<file path="config.mk">
export PLATFORM = sky130hd
export DESIGN_NAME = icps_top
export DESIGN_NICKNAME = d
export VERILOG_FILES = /design/src/rtl/icps_pkg.sv /design/src/rtl/icps_top.sv
export SDC_FILE = /design/constraint.sdc
export NUM_CORES = 1
export LEC_CHECK = 0
export BUFFER_PORTS_ARGS = -buffer_cell sky130_fd_sc_hd__buf_2
export CAP_MARGIN = 5
export CORE_ASPECT_RATIO = 1.4
export CORE_MARGIN = 4
export CORE_UTILIZATION = 51
export CTS_BUF_LIST = sky130_fd_sc_hd__clkbuf_8
export DETAILED_ROUTE_END_ITERATION = 8
export GPL_ROUTABILITY_DRIVEN = 0
export PLACE_DENSITY = 0.64
export SLEW_MARGIN = 15
export SYNTH_ARGS = -nofsm -noshare
export SYNTH_HDL_FRONTEND = slang
export SYNTH_SLANG_ARGS = --single-unit
</file>
<file path="constraint.sdc">
create_clock -name sys_clk -period 3.5 [get_ports sys_clk]
set_clock_uncertainty 0.1 [all_clocks]
set_input_delay 0.7 -clock sys_clk [delete_from_list [all_inputs] [get_ports sys_clk]]
set_output_delay 0.7 -clock sys_clk [all_outputs]
set_load 0.01 [all_outputs]
</file>
<file path="src/rtl/icps_pkg.sv">
// Constants and types shared by the isolated channel and power sequencer.
package icps_pkg;
  // Four isolated lanes; a set bit marks a lane sent from the secondary side.
  localparam int              LANES         = 4;
  localparam logic [LANES-1:0] LANE_FROM_SEC = 4'hC;
  // Clock period in picoseconds (250 MHz).
  localparam int CLK_PS       = 4000;
  // Idle time before refresh pulses start; a least time, so it rounds up.
  localparam int REFRESH_NS   = 1000;
  localparam int REFRESH_CYC  = (REFRESH_NS * 1000 + CLK_PS - 1) / CLK_PS;
  // Receive watchdog timeout; a longest time, so it rounds down.
  localparam int WATCHDOG_NS  = 5000;
  localparam int WATCHDOG_CYC = (WATCHDOG_NS * 1000) / CLK_PS;
  // Converter off time after a short circuit.
  localparam int OFF_TIME_MS  = 2;
  localparam int OFF_TIME_CYC = OFF_TIME_MS * (1000000000 / CLK_PS);
  // Converter oscillator period and per-switch half period.
  localparam int OSC_NS       = 2000;
  localparam int OSC_CYC      = (OSC_NS * 1000) / CLK_PS;
  localparam int HALF_CYC     = OSC_CYC / 2;
  localparam int DEAD_CYC     = 2;
  localparam int WIDTH_MAX    = HALF_CYC - DEAD_CYC;
  localparam logic [7:0] SS_STEP = 8'h01;
  // Barrier slot rate and pulse buffer depth.
  localparam int SLOT_DIV     = 2;
  localparam int FIFO_DEPTH   = 4;
  // Counter widths.
  localparam int REF_W = 9;
  localparam int WD_W  = 11;
  localparam int OSC_W = 9;
  localparam int HIC_W = 20;
  localparam int WID_W = 8;

  // One barrier word: a set pulse and a clear pulse per lane.
  typedef struct packed {
    logic [LANES-1:0] rise;
    logic [LANES-1:0] fall;
  } icps_pulse_t;

  // Supply and die temperature comparator levels.
  typedef struct packed {
    logic pri_ok;
    logic sec_ok;
    logic temp_trip;
    logic temp_clear;
  } icps_supply_t;

  // Converter modes, Gray coded along off, soft start, normal, hiccup.
  typedef enum logic [1:0] {
    CV_OFF    = 2'b00,
    CV_SOFT   = 2'b01,
    CV_NORMAL = 2'b11,
    CV_HICCUP = 2'b10
  } icps_conv_t;
endpackage : icps_pkg

</file>
<file path="src/rtl/icps_top.sv">
// Isolated lanes, barrier pulse buffer and isolated supply sequencer.
`timescale 1ns/1ps

module icps_fifo #(
  parameter int WIDTH = 8,
  parameter int DEPTH = 4
) (
  input  wire logic             sys_clk,
  input  wire logic             reset_n,
  input  wire logic             in_valid,
  input  wire logic [WIDTH-1:0] in_data,
  output logic                  in_ready,
  output logic                  out_valid,
  output logic      [WIDTH-1:0] out_data,
  input  wire logic             out_ready
);
  localparam int PW = $clog2(DEPTH);
  localparam int CW = $clog2(DEPTH + 1);

  logic [WIDTH-1:0] mem [DEPTH];
  logic [PW-1:0]    wr_ptr;
  logic [PW-1:0]    rd_ptr;
  logic [CW-1:0]    count;
  logic [PW-1:0]    next_wr_ptr;
  logic [PW-1:0]    next_rd_ptr;
  logic [CW-1:0]    next_count;
  logic             push;
  logic             pop;

  // Full and empty come straight from the occupancy count.
  assign in_ready  = (count != CW'(DEPTH));
  assign out_valid = (count != '0);
  assign out_data  = mem[rd_ptr];
  assign push      = in_valid && in_ready;
  assign pop       = out_valid && out_ready;

  // Pointer wrap and count update.
  always_comb begin
    next_wr_ptr = wr_ptr;
    next_rd_ptr = rd_ptr;
    next_count  = count;
    if (push) begin
      next_wr_ptr = (wr_ptr == PW'(DEPTH - 1)) ? '0 : wr_ptr + 1'b1;
    end
    if (pop) begin
      next_rd_ptr = (rd_ptr == PW'(DEPTH - 1)) ? '0 : rd_ptr + 1'b1;
    end
    if (push && !pop) begin
      next_count = count + 1'b1;
    end else if (pop && !push) begin
      next_count = count - 1'b1;
    end
  end

  // The storage array needs no reset; only the pointers and the count do.
  always_ff @(posedge sys_clk) begin
    if (push) begin
      mem[wr_ptr] <= in_data;
    end
    if (!reset_n) begin
      wr_ptr <= '0;
      rd_ptr <= '0;
      count  <= '0;
    end else begin
      wr_ptr <= next_wr_ptr;
      rd_ptr <= next_rd_ptr;
      count  <= next_count;
    end
  end
endmodule : icps_fifo

module icps_top #(
  parameter int HICCUP_CYC = icps_pkg::OFF_TIME_CYC
) (
  input  wire logic                       sys_clk,
  input  wire logic                       reset_n,
  input  wire icps_pkg::icps_supply_t     supply,
  input  wire logic [icps_pkg::LANES-1:0] data_in,
  input  wire logic                       iso_above_startup,
  input  wire logic                       short_detect,
  input  wire logic                       over_current,
  input  wire logic [icps_pkg::WID_W-1:0] sec_pwm_width,
  output logic      [icps_pkg::LANES-1:0] data_out,
  output logic                            primary_switch_a,
  output logic                            primary_switch_b,
  output icps_pkg::icps_conv_t            conv_mode
);
  import icps_pkg::*;

  logic             hot;
  logic             next_hot;
  logic [LANES-1:0] src_on;
  logic [LANES-1:0] dst_on;
  logic [LANES-1:0] last_sent;
  logic [LANES-1:0] next_last_sent;
  logic [REF_W-1:0] idle [LANES];
  logic [REF_W-1:0] next_idle [LANES];
  icps_pulse_t      push_word;
  logic             push_valid;
  logic             fifo_in_ready;
  logic             fifo_out_valid;
  icps_pulse_t      rx_word;
  logic [1:0]       slot_cnt;
  logic [1:0]       next_slot_cnt;
  logic             slot_en;
  logic             pop;
  logic [WD_W-1:0]  wd [LANES];
  logic [WD_W-1:0]  next_wd [LANES];
  logic [LANES-1:0] next_data_out;
  icps_conv_t       next_mode;
  logic [OSC_W-1:0] osc;
  logic [OSC_W-1:0] next_osc;
  logic [OSC_W-1:0] phase_pos;
  logic [WID_W-1:0] width;
  logic [WID_W-1:0] next_width;
  logic [HIC_W-1:0] hic;
  logic [HIC_W-1:0] next_hic;
  logic             lim;
  logic             next_lim;
  logic             first_half;
  logic             run;
  logic             drive;
  logic             next_sw_a;
  logic             next_sw_b;

  // Thermal latch with hysteresis between the trip and clear comparators.
  always_comb begin
    next_hot = hot;
    if (supply.temp_trip) begin
      next_hot = 1'b1;
    end else if (supply.temp_clear) begin
      next_hot = 1'b0;
    end
  end

  // A lane's sender and receiver are each powered by their own side.
  for (genvar g = 0; g < LANES; g++) begin : g_side
    assign src_on[g] = LANE_FROM_SEC[g] ? supply.sec_ok : supply.pri_ok;
    assign dst_on[g] = LANE_FROM_SEC[g] ? supply.pri_ok : supply.sec_ok;
  end

  // Edge and refresh encoder. A full buffer stalls the encoder, so an edge
  // is delayed rather than dropped; the level compare re-sends it later.
  always_comb begin
    push_word      = '0;
    next_last_sent = last_sent;
    for (int i = 0; i < LANES; i++) begin
      next_idle[i] = idle[i];
      if (!src_on[i]) begin
        next_last_sent[i] = 1'b0;
        next_idle[i]      = '0;
      end else if (data_in[i] != last_sent[i] || idle[i] >= REF_W'(REFRESH_CYC)) begin
        push_word.rise[i] = data_in[i];
        push_word.fall[i] = !data_in[i];
        if (fifo_in_ready) begin
          next_last_sent[i] = data_in[i];
          next_idle[i]      = '0;
        end
      end else begin
        next_idle[i] = idle[i] + 1'b1;
      end
    end
  end
  assign push_valid = (push_word != '0);

  // The barrier carries one word every SLOT_DIV cycles.
  assign slot_en       = (slot_cnt == 2'(SLOT_DIV - 1));
  assign next_slot_cnt = slot_en ? 2'h0 : slot_cnt + 2'h1;
  assign pop           = fifo_out_valid && slot_en;

  icps_fifo #(
    .WIDTH ($bits(icps_pulse_t)),
    .DEPTH (FIFO_DEPTH)
  ) u_barrier (
    .sys_clk   (sys_clk),
    .reset_n   (reset_n),
    .in_valid  (push_valid),
    .in_data   (push_word),
    .in_ready  (fifo_in_ready),
    .out_valid (fifo_out_valid),
    .out_data  (rx_word),
    .out_ready (slot_en)
  );

  // Bistable decoders with watchdog; a pulse always restarts the watchdog.
  always_comb begin
    for (int i = 0; i < LANES; i++) begin
      next_data_out[i] = data_out[i];
      next_wd[i]       = (wd[i] == '1) ? wd[i] : wd[i] + 1'b1;
      if (pop && (rx_word.rise[i] || rx_word.fall[i])) begin
        next_data_out[i] = rx_word.rise[i];
        next_wd[i]       = '0;
      end else if (wd[i] >= WD_W'(WATCHDOG_CYC)) begin
        next_data_out[i] = 1'b0;
      end
      if (!dst_on[i] || hot) begin
        next_data_out[i] = 1'b0;
        next_wd[i]       = '0;
      end
    end
  end

  // Converter mode sequencing.
  always_comb begin
    next_mode  = conv_mode;
    next_width = width;
    next_hic   = '0;
    case (conv_mode)
      CV_OFF: begin
        next_width = '0;
        next_mode  = CV_SOFT;
      end
      CV_SOFT: begin
        if (short_detect) begin
          next_mode = CV_HICCUP;
        end else if (iso_above_startup) begin
          next_mode = CV_NORMAL;
        end else if (osc == '0 && width < WID_W'(WIDTH_MAX)) begin
          next_width = width + SS_STEP;
        end
      end
      CV_NORMAL: begin
        if (short_detect) begin
          next_mode = CV_HICCUP;
        end else if (sec_pwm_width > WID_W'(WIDTH_MAX)) begin
          next_width = WID_W'(WIDTH_MAX);
        end else begin
          next_width = sec_pwm_width;
        end
      end
      default: begin
        next_hic = hic + 1'b1;
        if (hic == HIC_W'(HICCUP_CYC - 1)) begin
          next_mode  = CV_SOFT;
          next_width = '0;
        end
      end
    endcase
    if (!supply.pri_ok || hot) begin
      next_mode = CV_OFF;
    end
  end

  // Oscillator runs only while switching, so lockout and hiccup stop it.
  assign run        = (next_mode == CV_SOFT) || (next_mode == CV_NORMAL);
  assign first_half = (osc < OSC_W'(HALF_CYC));
  assign phase_pos  = first_half ? osc : osc - OSC_W'(HALF_CYC);
  always_comb begin
    next_osc = '0;
    if (run && osc != OSC_W'(OSC_CYC - 1)) begin
      next_osc = osc + 1'b1;
    end
    next_lim = lim || over_current;
    if (osc == '0 || osc == OSC_W'(HALF_CYC)) begin
      next_lim = over_current;
    end
    drive     = run && (phase_pos < OSC_W'(width)) && !lim && !over_current;
    next_sw_a = drive && first_half;
    next_sw_b = drive && !first_half;
  end

  // All state registers.
  always_ff @(posedge sys_clk) begin
    if (!reset_n) begin
      hot              <= 1'b0;
      last_sent        <= '0;
      slot_cnt         <= 2'h0;
      data_out         <= '0;
      conv_mode        <= CV_OFF;
      osc              <= '0;
      width            <= '0;
      hic              <= '0;
      lim              <= 1'b0;
      primary_switch_a <= 1'b0;
      primary_switch_b <= 1'b0;
      for (int i = 0; i < LANES; i++) begin
        idle[i] <= '0;
        wd[i]   <= '0;
      end
    end else begin
      hot              <= next_hot;
      last_sent        <= next_last_sent;
      slot_cnt         <= next_slot_cnt;
      data_out         <= next_data_out;
      conv_mode        <= next_mode;
      osc              <= next_osc;
      width            <= next_width;
      hic              <= next_hic;
      lim              <= next_lim;
      primary_switch_a <= next_sw_a;
      primary_switch_b <= next_sw_b;
      for (int i = 0; i < LANES; i++) begin
        idle[i] <= next_idle[i];
        wd[i]   <= next_wd[i];
      end
    end
  end

  // Per-lane checks of the encoder and decoder.
  for (genvar g = 0; g < LANES; g++) begin : g_chk

  end
endmodule : icps_top

</file>
==> impl_metrics.tcl, run 1 <==
set metrics [dict create \
    fin_nets 998 \
    yosysWarningCount 0 \
    power_switching_mw 1.11 \
    setup_viol 0 \
    io_pins 29 \
    hold_violations 0 \
    ys_types 57 \
    fill_cells 1518 \
    p_int_mw 3.20 \
    layout_setup_ws_ns 0.407 \
    worst_slew_pin_slew_ns 0.858 \
    cts_resized 0 \
    dominantRegCellSynth "dfxtp_1" \
    swShare_pct 25.7 \
    place_ws_ns 0.367 \
    numPortBuffers 28 \
    routedWlPerCell_microns 14.3 \
    synth_simple_gate_area_share_pct 22.4 \
    synth_compound_area_share_pct 13.1 \
    drt_iter0_markers 375 \
    endpoint_kind "flop" \
    grt_start_max_net_pins 26 \
    synth-xor-area-share_pct 7.26 \
    clock_sinks 174 \
    cellLeakagePower_nw 3.27 \
    ys_async_sr_fraction_pct 0 \
    vias 6370 \
    antenna_found_initial 0 \
    final_layout_size_suffix_gt1_share_pct 8.72 \
    ys_ff_latch 174 \
    clock_power_share_pct 34.5 \
    drt.antenna.violating_nets 0 \
    hpwl_microns 11900 \
    rr_endpoint "u_barrier.count[2]" \
    r2r-start "idle[0][0]" \
    critPathKind "flop to flop" \
    htree_levels 4 \
    rows 55 \
    fmax_mhz 323 \
    grt_pass1_wl_microns 28400 \
    status "complete, no violations" \
    muxShareOfSynthArea_pct 3.02 \
    min_period_ns 3.09 \
    wl_met2_microns 8240 \
    cts_hold_buf 0 \
    die_w_microns 116 \
    p_comb_share_pct 13.3 \
    synthesis.instances 907 \
    critPathArrivalTime_ns 3.38 \
    clkSlewWorstSetupHoldPaths_ns 0.08 \
    period_share_pct 88.4 \
    clockBufferDepth 2 \
    die_area_sq_mm 0.0185 \
    critical_path.endpoint "u_barrier.count[2]" \
    ys_seq_area_share_pct 45.7 \
    core_region_area_sq_mm 0.0161 \
    cp_max_fo 9 \
    slew_headroom_pct 42.2 \
    numCtsBuffers 17 \
    insertion_delay_ns 0.46 \
    finalMaxSlewViolations 0 \
    reg2regPathDepth 13 \
    seqPwrFrac_pct 52.2 \
    post_cts_buffers 0 \
    rsz0062_at_grt "false" \
    die_h_microns 159 \
    highest_layer "met4" \
    grt_pass1_vias 6207 \
    cap_violations 0 \
    worst_hold_path_type "flop to flop" \
    dr_wl_met3_microns 503 \
    syn_area_sq_mm 0.00833 \
    grt_util_all_layers_pct 18.8 \
    root_buffer "clkbuf_8" \
    wl_met1_microns 7460 \
    critPathLaunch "idle[0][0]" \
    cp.required_ns 3.79 \
    initial_core_util_pct 51.7 \
    synth-edff-count 32 \
    drc 0 \
    syn_avg_cell_area_sq_um 9.18 \
    synth_top_family_by_area "simple AND/OR/NAND/NOR gates" \
    vias_per_cell 5.53 \
    synth_fp_nets 966 \
    drtPass1Iterations 4 \
    setup_tns_ns 0 \
    routed_wl_microns 16400 \
    startpoint_type "flop" \
    ir_drop_v 0.000291 \
    cts_tree "yes" \
    synth_fa_ha_area_share_pct 5.80 \
    syn2layout_area_growth_pct 9.69 \
    fin_hold_ws_ns 0.336 \
    grt.overflow.total 0 \
    r2r_slack_ns 0.41 \
    antenna_cells 0 \
    hp-start "slot_cnt[0]" \
    powerDensity_mw_per_mm2 472 \
]
==> synth_stat cells (3+ instances only) <==
library cell,n,share of area [%]
nand3b_1,6,0.54
o21a_1,6,0.54
nor3_1,15,0.90
o21ai_0,30,1.8
and3_1,19,1.4
nand3_1,38,2.3
inv_1,28,1.3
a21boi_0,3,0.27
a311o_1,4,0.48
or3_1,14,1.1
nor2_1,124,5.6
edfxtp_1,32,12
nand4_1,29,2.2
xor2_1,40,4.2
clkbuf_1,25,1.1
mux2i_1,6,0.72
nand2_1,70,3.2
o31ai_1,9,0.81
a32oi_1,4,0.42
and4_1,9,0.95
nor4_1,4,0.30
buf_2,4,0.24
a21oi_1,79,4.7
a211oi_1,16,1.4
mux4_2,8,2.2
and2_1,15,1.1
nor2b_1,17,1.3
ha_1,37,5.6
nand2b_1,9,0.68
dfxtp_1,142,34
xnor2_1,29,3.0
o211ai_1,4,0.36
==> worst max-delay path, stage by stage (launching register included) <==
cell      delay [ns]
dfxtp_1         0.41
inv_1           0.06
ha_1            0.18
or3_1           0.32
a311o_1         0.48
o211a_1         0.30
a31oi_4         0.15
inv_1           0.06
ha_1            0.20
inv_1           0.07
fa_1            0.17
xor2_1          0.07
or3_1           0.30
a21boi_0        0.16
==> cells in the final DEF, fill, tap and decap left out, types with 4 or more instances in the layout <==
cell type  synthesis  routed
a21oi_1           79      79
edfxtp_1          32      32
and4_1             9       9
nor2_1           124     124
o21ai_0           30      30
o21a_1             6       6
buf_4              0      15
nor4_1             4       4
buf_2              4      28
nor2b_1           17      17
bufinv_16          0       4
xor2_1            40      40
xnor2_1           29      29
mux4_2             8       8
nor3_1            15      15
or3_1             14      14
nand3b_1           6       6
o211ai_1           4       4
and2_1            15      15
clkbuf_8           0      18
nand3_1           38      38
inv_1             28      31
ha_1              37      37
and3_1            19      19
a211oi_1          16      16
nand4_1           29      29
mux2i_1            6       6
a32oi_1            4       4
a311o_1            4       4
nand2_1           70      70
o31ai_1            9       9
dfxtp_1          142     142
nand2b_1           9       9
==> layer usage <==
metal	track usage (%)	vias up
met3	4.56	18
met4	5.70	0
met5	0	-
met2	31.8	70
met1	23.5	2986
li1	-	3296
==> cells by family (layout without fill, tap and decap cells) <==
family | Yosys count | in the layout
buf+inv | 58 | 103
simple gates | 379 | 379
fa+ha+maj | 38 | 38
flops | 174 | 174
xor+xnor | 69 | 69
mux | 15 | 15
compound gates | 174 | 174
==> power by group through the flow <==
stage / combinational [mW] / clock (mW) / sequential, mW
floorplan: 0.433 / 0 / 2.26
global placement: 0.570 / 0 / 2.30
detailed placement: 0.580 / 0 / 2.30
CTS: 0.582 / 1.54 / 2.25
global route: 0.657 / 1.63 / 2.27
finish: 0.571 / 1.49 / 2.25
==> sequential cells by signal, indices dropped and copies added, names as in the netlist, named ones only <==
name / cells
slot_cnt: 2
u_barrier.rd_ptr: 2
primary_switch_b: 1
hic: 20
last_sent: 4
u_barrier.wr_ptr: 2
idle: 36
u_barrier.mem: 32
osc: 9
u_barrier.count: 3
wd: 44
data_out: 4
conv_mode: 2
primary_switch_a: 1
lim: 1
hot: 1
width: 8
==> worst min-delay path by stage <==
stage,end,slack [ns],cells past startpoint
after floorplan,slot_cnt[0],0.30,1
after global placement,slot_cnt[0],0.32,1
after detailed placement,slot_cnt[0],0.33,1
after CTS,hot,0.33,2
after global routing,hot,0.35,2
final,slot_cnt[0],0.34,1
==> layout make-up <==
type / count / area (sq um) / share of cell area (%)
repair buffers: 43 / 253 / 2.77
multi-input cells: 675 / 4300 / 47.1
flip-flops and latches: 174 / 3800 / 41.6
clock inverters: 14 / 175 / 1.92
inverters: 28 / 105 / 1.15
clock buffers: 18 / 248 / 2.71
well taps: 199 / 249 / 2.73
==> stage by stage <==
step                      power (mW)  util (%)  cells  cell area (sq um)
after floorplan                 2.70         -    907               8330
after global placement          2.87      54.1   1119               8710
after detailed placement        2.88      54.1   1119               8710
after CTS                       4.37      56.7   1151               9140
after global routing            4.55      56.7   1151               9140
final                           4.31      56.7   1151               9140
(Power assumes the default switching activity.)
==> run 2, diff against run 1 <==
- GPL_TIMING_DRIVEN: default -> 0
==> impl_metrics.tcl, run 2 (same netlist as run 1, synthesis figures left out) <==
set metrics [dict create \
    layout_commonest_cell "dfxtp_1" \
    clock_sinks 174 \
    rsz0062_at_grt "false" \
    dp.cells 1133 \
    numPortBuffers 27 \
    insertion_delay_ns 0.46 \
    grt_pass1_wl_microns 28600 \
    io_pins 29 \
    clockBufferDepth 2 \
    status "complete, no violations" \
    vias 6403 \
    root_buffer "clkbuf_8" \
    layout_setup_ws_ns 0.270 \
    final_layout_size_suffix_gt1_share_pct 8.17 \
    worst_hold_path_type "flop to flop" \
    endpoint_kind "flop" \
    die_h_microns 159 \
    finalMaxSlewViolations 0 \
    die_area_sq_mm 0.0185 \
    powerDensity_mw_per_mm2 466 \
    routedWlPerCell_microns 14.1 \
    vias_per_cell 5.49 \
    drt.antenna.violating_nets 0 \
    drc 0 \
    routed_wl_microns 16500 \
    drtPass1Iterations 4 \
    syn2layout_area_growth_pct 10.0 \
    place_ws_ns 0.0951 \
    grt_pass1_vias 6076 \
    wl_met2_microns 7970 \
    slew_headroom_pct 33.9 \
    mostFrequentLayoutCells "dfxtp_1, nor2_1, a21oi_1" \
    largest_reg_flops 44 \
    antenna_found_initial 0 \
    regMostFlops "wd" \
    critPathArrivalTime_ns 3.51 \
    period_share_pct 92.3 \
    clkSlewWorstSetupHoldPaths_ns 0.09 \
    numCtsBuffers 17 \
    setup_viol 0 \
    fin_nets 1013 \
    highest_layer "met4" \
    die_w_microns 116 \
    grt_util_all_layers_pct 18.7 \
    cellLeakagePower_nw 3.25 \
    fin_area_sq_mm 0.00917 \
    rows 55 \
    worst_slew_pin_slew_ns 0.985 \
    initial_core_util_pct 51.7 \
    reg2regPathDepth 14 \
    postPlaceCellArea_sq_mm 0.00871 \
    critPathKind "flop to flop" \
    fmax_mhz 310 \
    dr_wl_met3_microns 456 \
    cap_violations 0 \
    grt.overflow.total 0 \
    min_delay_path_depth 1 \
    grt_start_max_net_pins 17 \
    htree_levels 4 \
    core_region_area_sq_mm 0.0161 \
    setup_tns_ns 0 \
    cp.required_ns 3.78 \
    drt_iter0_markers 455 \
    cts_tree "yes" \
    startpoint_type "flop" \
    cts_hold_buf 0 \
    hold_violations 0 \
    ir_drop_v 0.000359 \
    antenna_cells 0 \
    final_cells 1166 \
    reg_top3 "wd: 44 flops, idle: 36 flops, u_barrier.mem: 32 flops" \
    min_period_ns 3.23 \
    wl_met1_microns 7790 \
    hpwl_microns 11800 \
    cp_max_fo 9 \
]
[run 2: cell count changes in the layout (fill, tap and decap cells not counted), sizes merged]
| cell | delta |
|---|---|
| clkinv | +1 |
| clkinvlp | +1 |
| bufinv | -1 |
| clkbuf | +23 |
| buf | -9 |
[run 2: metal layers]
layer	vias to the layer above	global-route usage, %
met5	-	0
met4	0	5.59
met3	24	4.03
met2	75	30.3
met1	2984	25.1
li1	3320	-
[run 2: final cells by class]
cell class              instances  area, sq um
fillers                      1514         6940
multi-input cells             675         4330
flip-flops and latches        174         3800
well taps                     199          249
clock buffers                  17          234
clock inverters                15          184
repair buffers                 29          150
plain buffers                  29          114
inverters                      28          105
[run 2: path summary, 6_finish.rpt]
path	startpoint	end	slack [ns]
hold reg to reg	slot_cnt[0]	slot_cnt[0]	0.32
setup reg to reg	idle[0][0]	u_barrier.count[2]	0.27
setup / recovery	idle[0][0]	u_barrier.count[2]	0.27
hold / removal	slot_cnt[0]	slot_cnt[0]	0.32
[run 2: timing repair]
action / in CTS / in global routing
setup buffers: 0 / 2
setup endpoints to repair: 0 / 2
endpoints found under the hold margin: 0 / 0
gates resized for setup: 0 / 3
[run 2: metrics by stage]
stage	total power [mW]	util (%)	hold slack, ns
after global placement	2.85	54.1	0.310
final	4.27	56.9	0.324
after CTS	4.32	56.7	0.329
after global routing	4.51	56.9	0.338
after detailed placement	2.86	54.1	0.315
after floorplan	2.70	-	0.298
[run 2: critical path, stage by stage (launching register included)]
cell and delay (ns):
dfxtp_1 0.42, inv_1 0.07, ha_1 0.18, or3_1 0.32
a311o_1 0.35, buf_2 0.18, o211a_1 0.27, a31oi_4 0.22
inv_1 0.07, ha_1 0.20, inv_1 0.07, fa_1 0.17
xor2_1 0.07, or3_1 0.30, a21boi_0 0.17
[run 2: report_power, final]
group	total [mW]	switching [mW]	leakage (nW)	internal (mW)
Combinational	0.575	0.340	1.60	0.235
Clock	1.46	0.742	0.200	0.713
Sequential	2.24	0.0687	1.45	2.17
==> run 3, diff against run 2 <==
- CORE_MARGIN: 4 -> default
==> impl_metrics.tcl, run 3 (same netlist as run 1, synthesis figures left out) <==
set metrics [dict create \
    fill_cells 1432 \
    routed_wl_microns 16400 \
    crit_path_max_incr_delay_ns 0.50 \
    cp.required_ns 3.79 \
    finalMaxSlewViolations 0 \
    io_pins 29 \
    clkSlewWorstSetupHoldPaths_ns 0.09 \
    mostFrequentLayoutCells "dfxtp_1, nor2_1, a21oi_1" \
    worst_slew_pin_slew_ns 0.968 \
    crit_path_frequent_cell "inv_1" \
    hpwl_microns 11600 \
    vias_per_cell 5.49 \
    critPathLaunch "idle[1][0]" \
    path_cells "inv_1 -> ha_1 -> or3_1 -> a311o_2 -> o211a_1 -> a31oi_4 -> inv_1 -> ha_1 -> inv_1 -> fa_1 -> xor2_1 -> or3_1 -> a21boi_0" \
    reg_top3 "wd: 44 flops, idle: 36 flops, u_barrier.mem: 32 flops" \
    fin_hold_ws_ns 0.321 \
    ir_drop_v 0.000247 \
    routedWlPerCell_microns 14.1 \
    antenna_cells 0 \
    cts_tree "yes" \
    htree_levels 4 \
    dr_wl_met3_microns 432 \
    numPortBuffers 27 \
    reg2regPathDepth 13 \
    min_delay_path_depth 1 \
    cap_violations 0 \
    fmax_mhz 309 \
    min_period_ns 3.23 \
    die_h_microns 153 \
    slowest_stage "a311o_2" \
    post-route-util_pct 57.9 \
    drt_iter0_markers 378 \
    die_w_microns 110 \
    initial_core_util_pct 52.9 \
    drc 0 \
    insertion_delay_ns 0.46 \
    grt_pass1_vias 6122 \
    period_share_pct 92.3 \
    r2r-start "idle[1][0]" \
    startpoint_type "flop" \
    rows 54 \
    wl_met2_microns 7960 \
    critical_path.endpoint "u_barrier.count[2]" \
    vias 6381 \
    drt.antenna.violating_nets 0 \
    dp.cells 1130 \
    grt_util_all_layers_pct 21.2 \
    finalPower_mw 4.15 \
    drtPass1Iterations 4 \
    grt_start_max_net_pins 17 \
    largest_reg_flops 44 \
    status "complete, no violations" \
    core_region_area_sq_mm 0.0157 \
    powerDensity_mw_per_mm2 456 \
    critPathKind "flop to flop" \
    antenna_found_initial 0 \
    rr_endpoint "u_barrier.count[2]" \
    die_area_sq_mm 0.0169 \
    wl_met1_microns 7860 \
    setup_viol 0 \
    grt_pass1_wl_microns 28500 \
    final_layout_size_suffix_gt1_share_pct 7.96 \
    cellLeakagePower_nw 3.25 \
    cp_max_fo 9 \
    r2r_slack_ns 0.27 \
    slew_headroom_pct 35.0 \
    regMostFlops "wd" \
    worst_hold_path_type "flop to flop" \
    grt.overflow.total 0 \
    syn2layout_area_growth_pct 9.46 \
    critPathArrivalTime_ns 3.52 \
    clock_sinks 174 \
    numCtsBuffers 17 \
    root_buffer "clkbuf_8" \
    layout_commonest_cell "dfxtp_1" \
    endpoint_kind "flop" \
    fin_nets 1014 \
    highest_layer "met4" \
    cts_hold_buf 0 \
    hold_violations 0 \
    final_cells 1163 \
    clockBufferDepth 2 \
]
## run 3: worst min path at each step
stage | from | end | slack [ns]
after floorplan | slot_cnt[0] | slot_cnt[0] | 0.30
after global placement | slot_cnt[0] | slot_cnt[0] | 0.31
after detailed placement | slot_cnt[0] | slot_cnt[0] | 0.31
after CTS | slot_cnt[0] | slot_cnt[0] | 0.32
after global routing | supply[1] | hot | 0.34
final | slot_cnt[0] | slot_cnt[0] | 0.32
## run 3: area by class of cell
type	instances	area [sq um]	share of cell area [%]
Buffer	29	114	1.25
Clock buffer	17	234	2.57
Clock inverter	14	130	1.43
Inverter	28	105	1.15
Multi-Input combinational cell	675	4330	47.5
Sequential cell	174	3800	41.7
Tap cell	196	245	2.69
Timing Repair Buffer	30	158	1.73
## run 3: timing repair
item                                   4_1_cts  5_1_grt
setup buffers                                0        3
endpoints found under the hold margin        0        0
gates resized for setup                      0        4
setup endpoints to repair                    0        2
## run 3: power breakdown
group / leakage (nW) / internal [mW] / total, mW / switching [mW]
Clock: 0.192 / 0.618 / 1.34 / 0.719
Combinational: 1.60 / 0.240 / 0.583 / 0.343
Sequential: 1.45 / 2.17 / 2.23 / 0.0668
Total: 3.25 / 3.03 / 4.15 / 1.13
## run 3: per-layer routing
layer,vias to the layer above,track usage [%]
li1,3329,-
met4,0,6.03
met1,2975,27.8
met5,-,0
met2,64,34.8
met3,13,4.56
## run 3: metrics by stage
step / setup slack, ns / cell area (sq um) / TNS, ns
floorplan: 0.444 / 8330 / 0
global placement: 0.109 / 8710 / 0
detailed placement: 0.119 / 8710 / 0
CTS: 0.0804 / 9070 / 0
global route: -0.0191 / 9120 / -0.0191
finish: 0.268 / 9120 / 0
## run 3: critical path: cells and delay by family, from the launching register on
| family | cells | cell delay [ns] |
|---|---|---|
| simple gates | 2 | 0.63 |
| flops | 1 | 0.42 |
| compound gates | 4 | 1.18 |
| buf+inv | 3 | 0.20 |
| fa+ha+maj | 3 | 0.56 |
| xor+xnor | 1 | 0.07 |
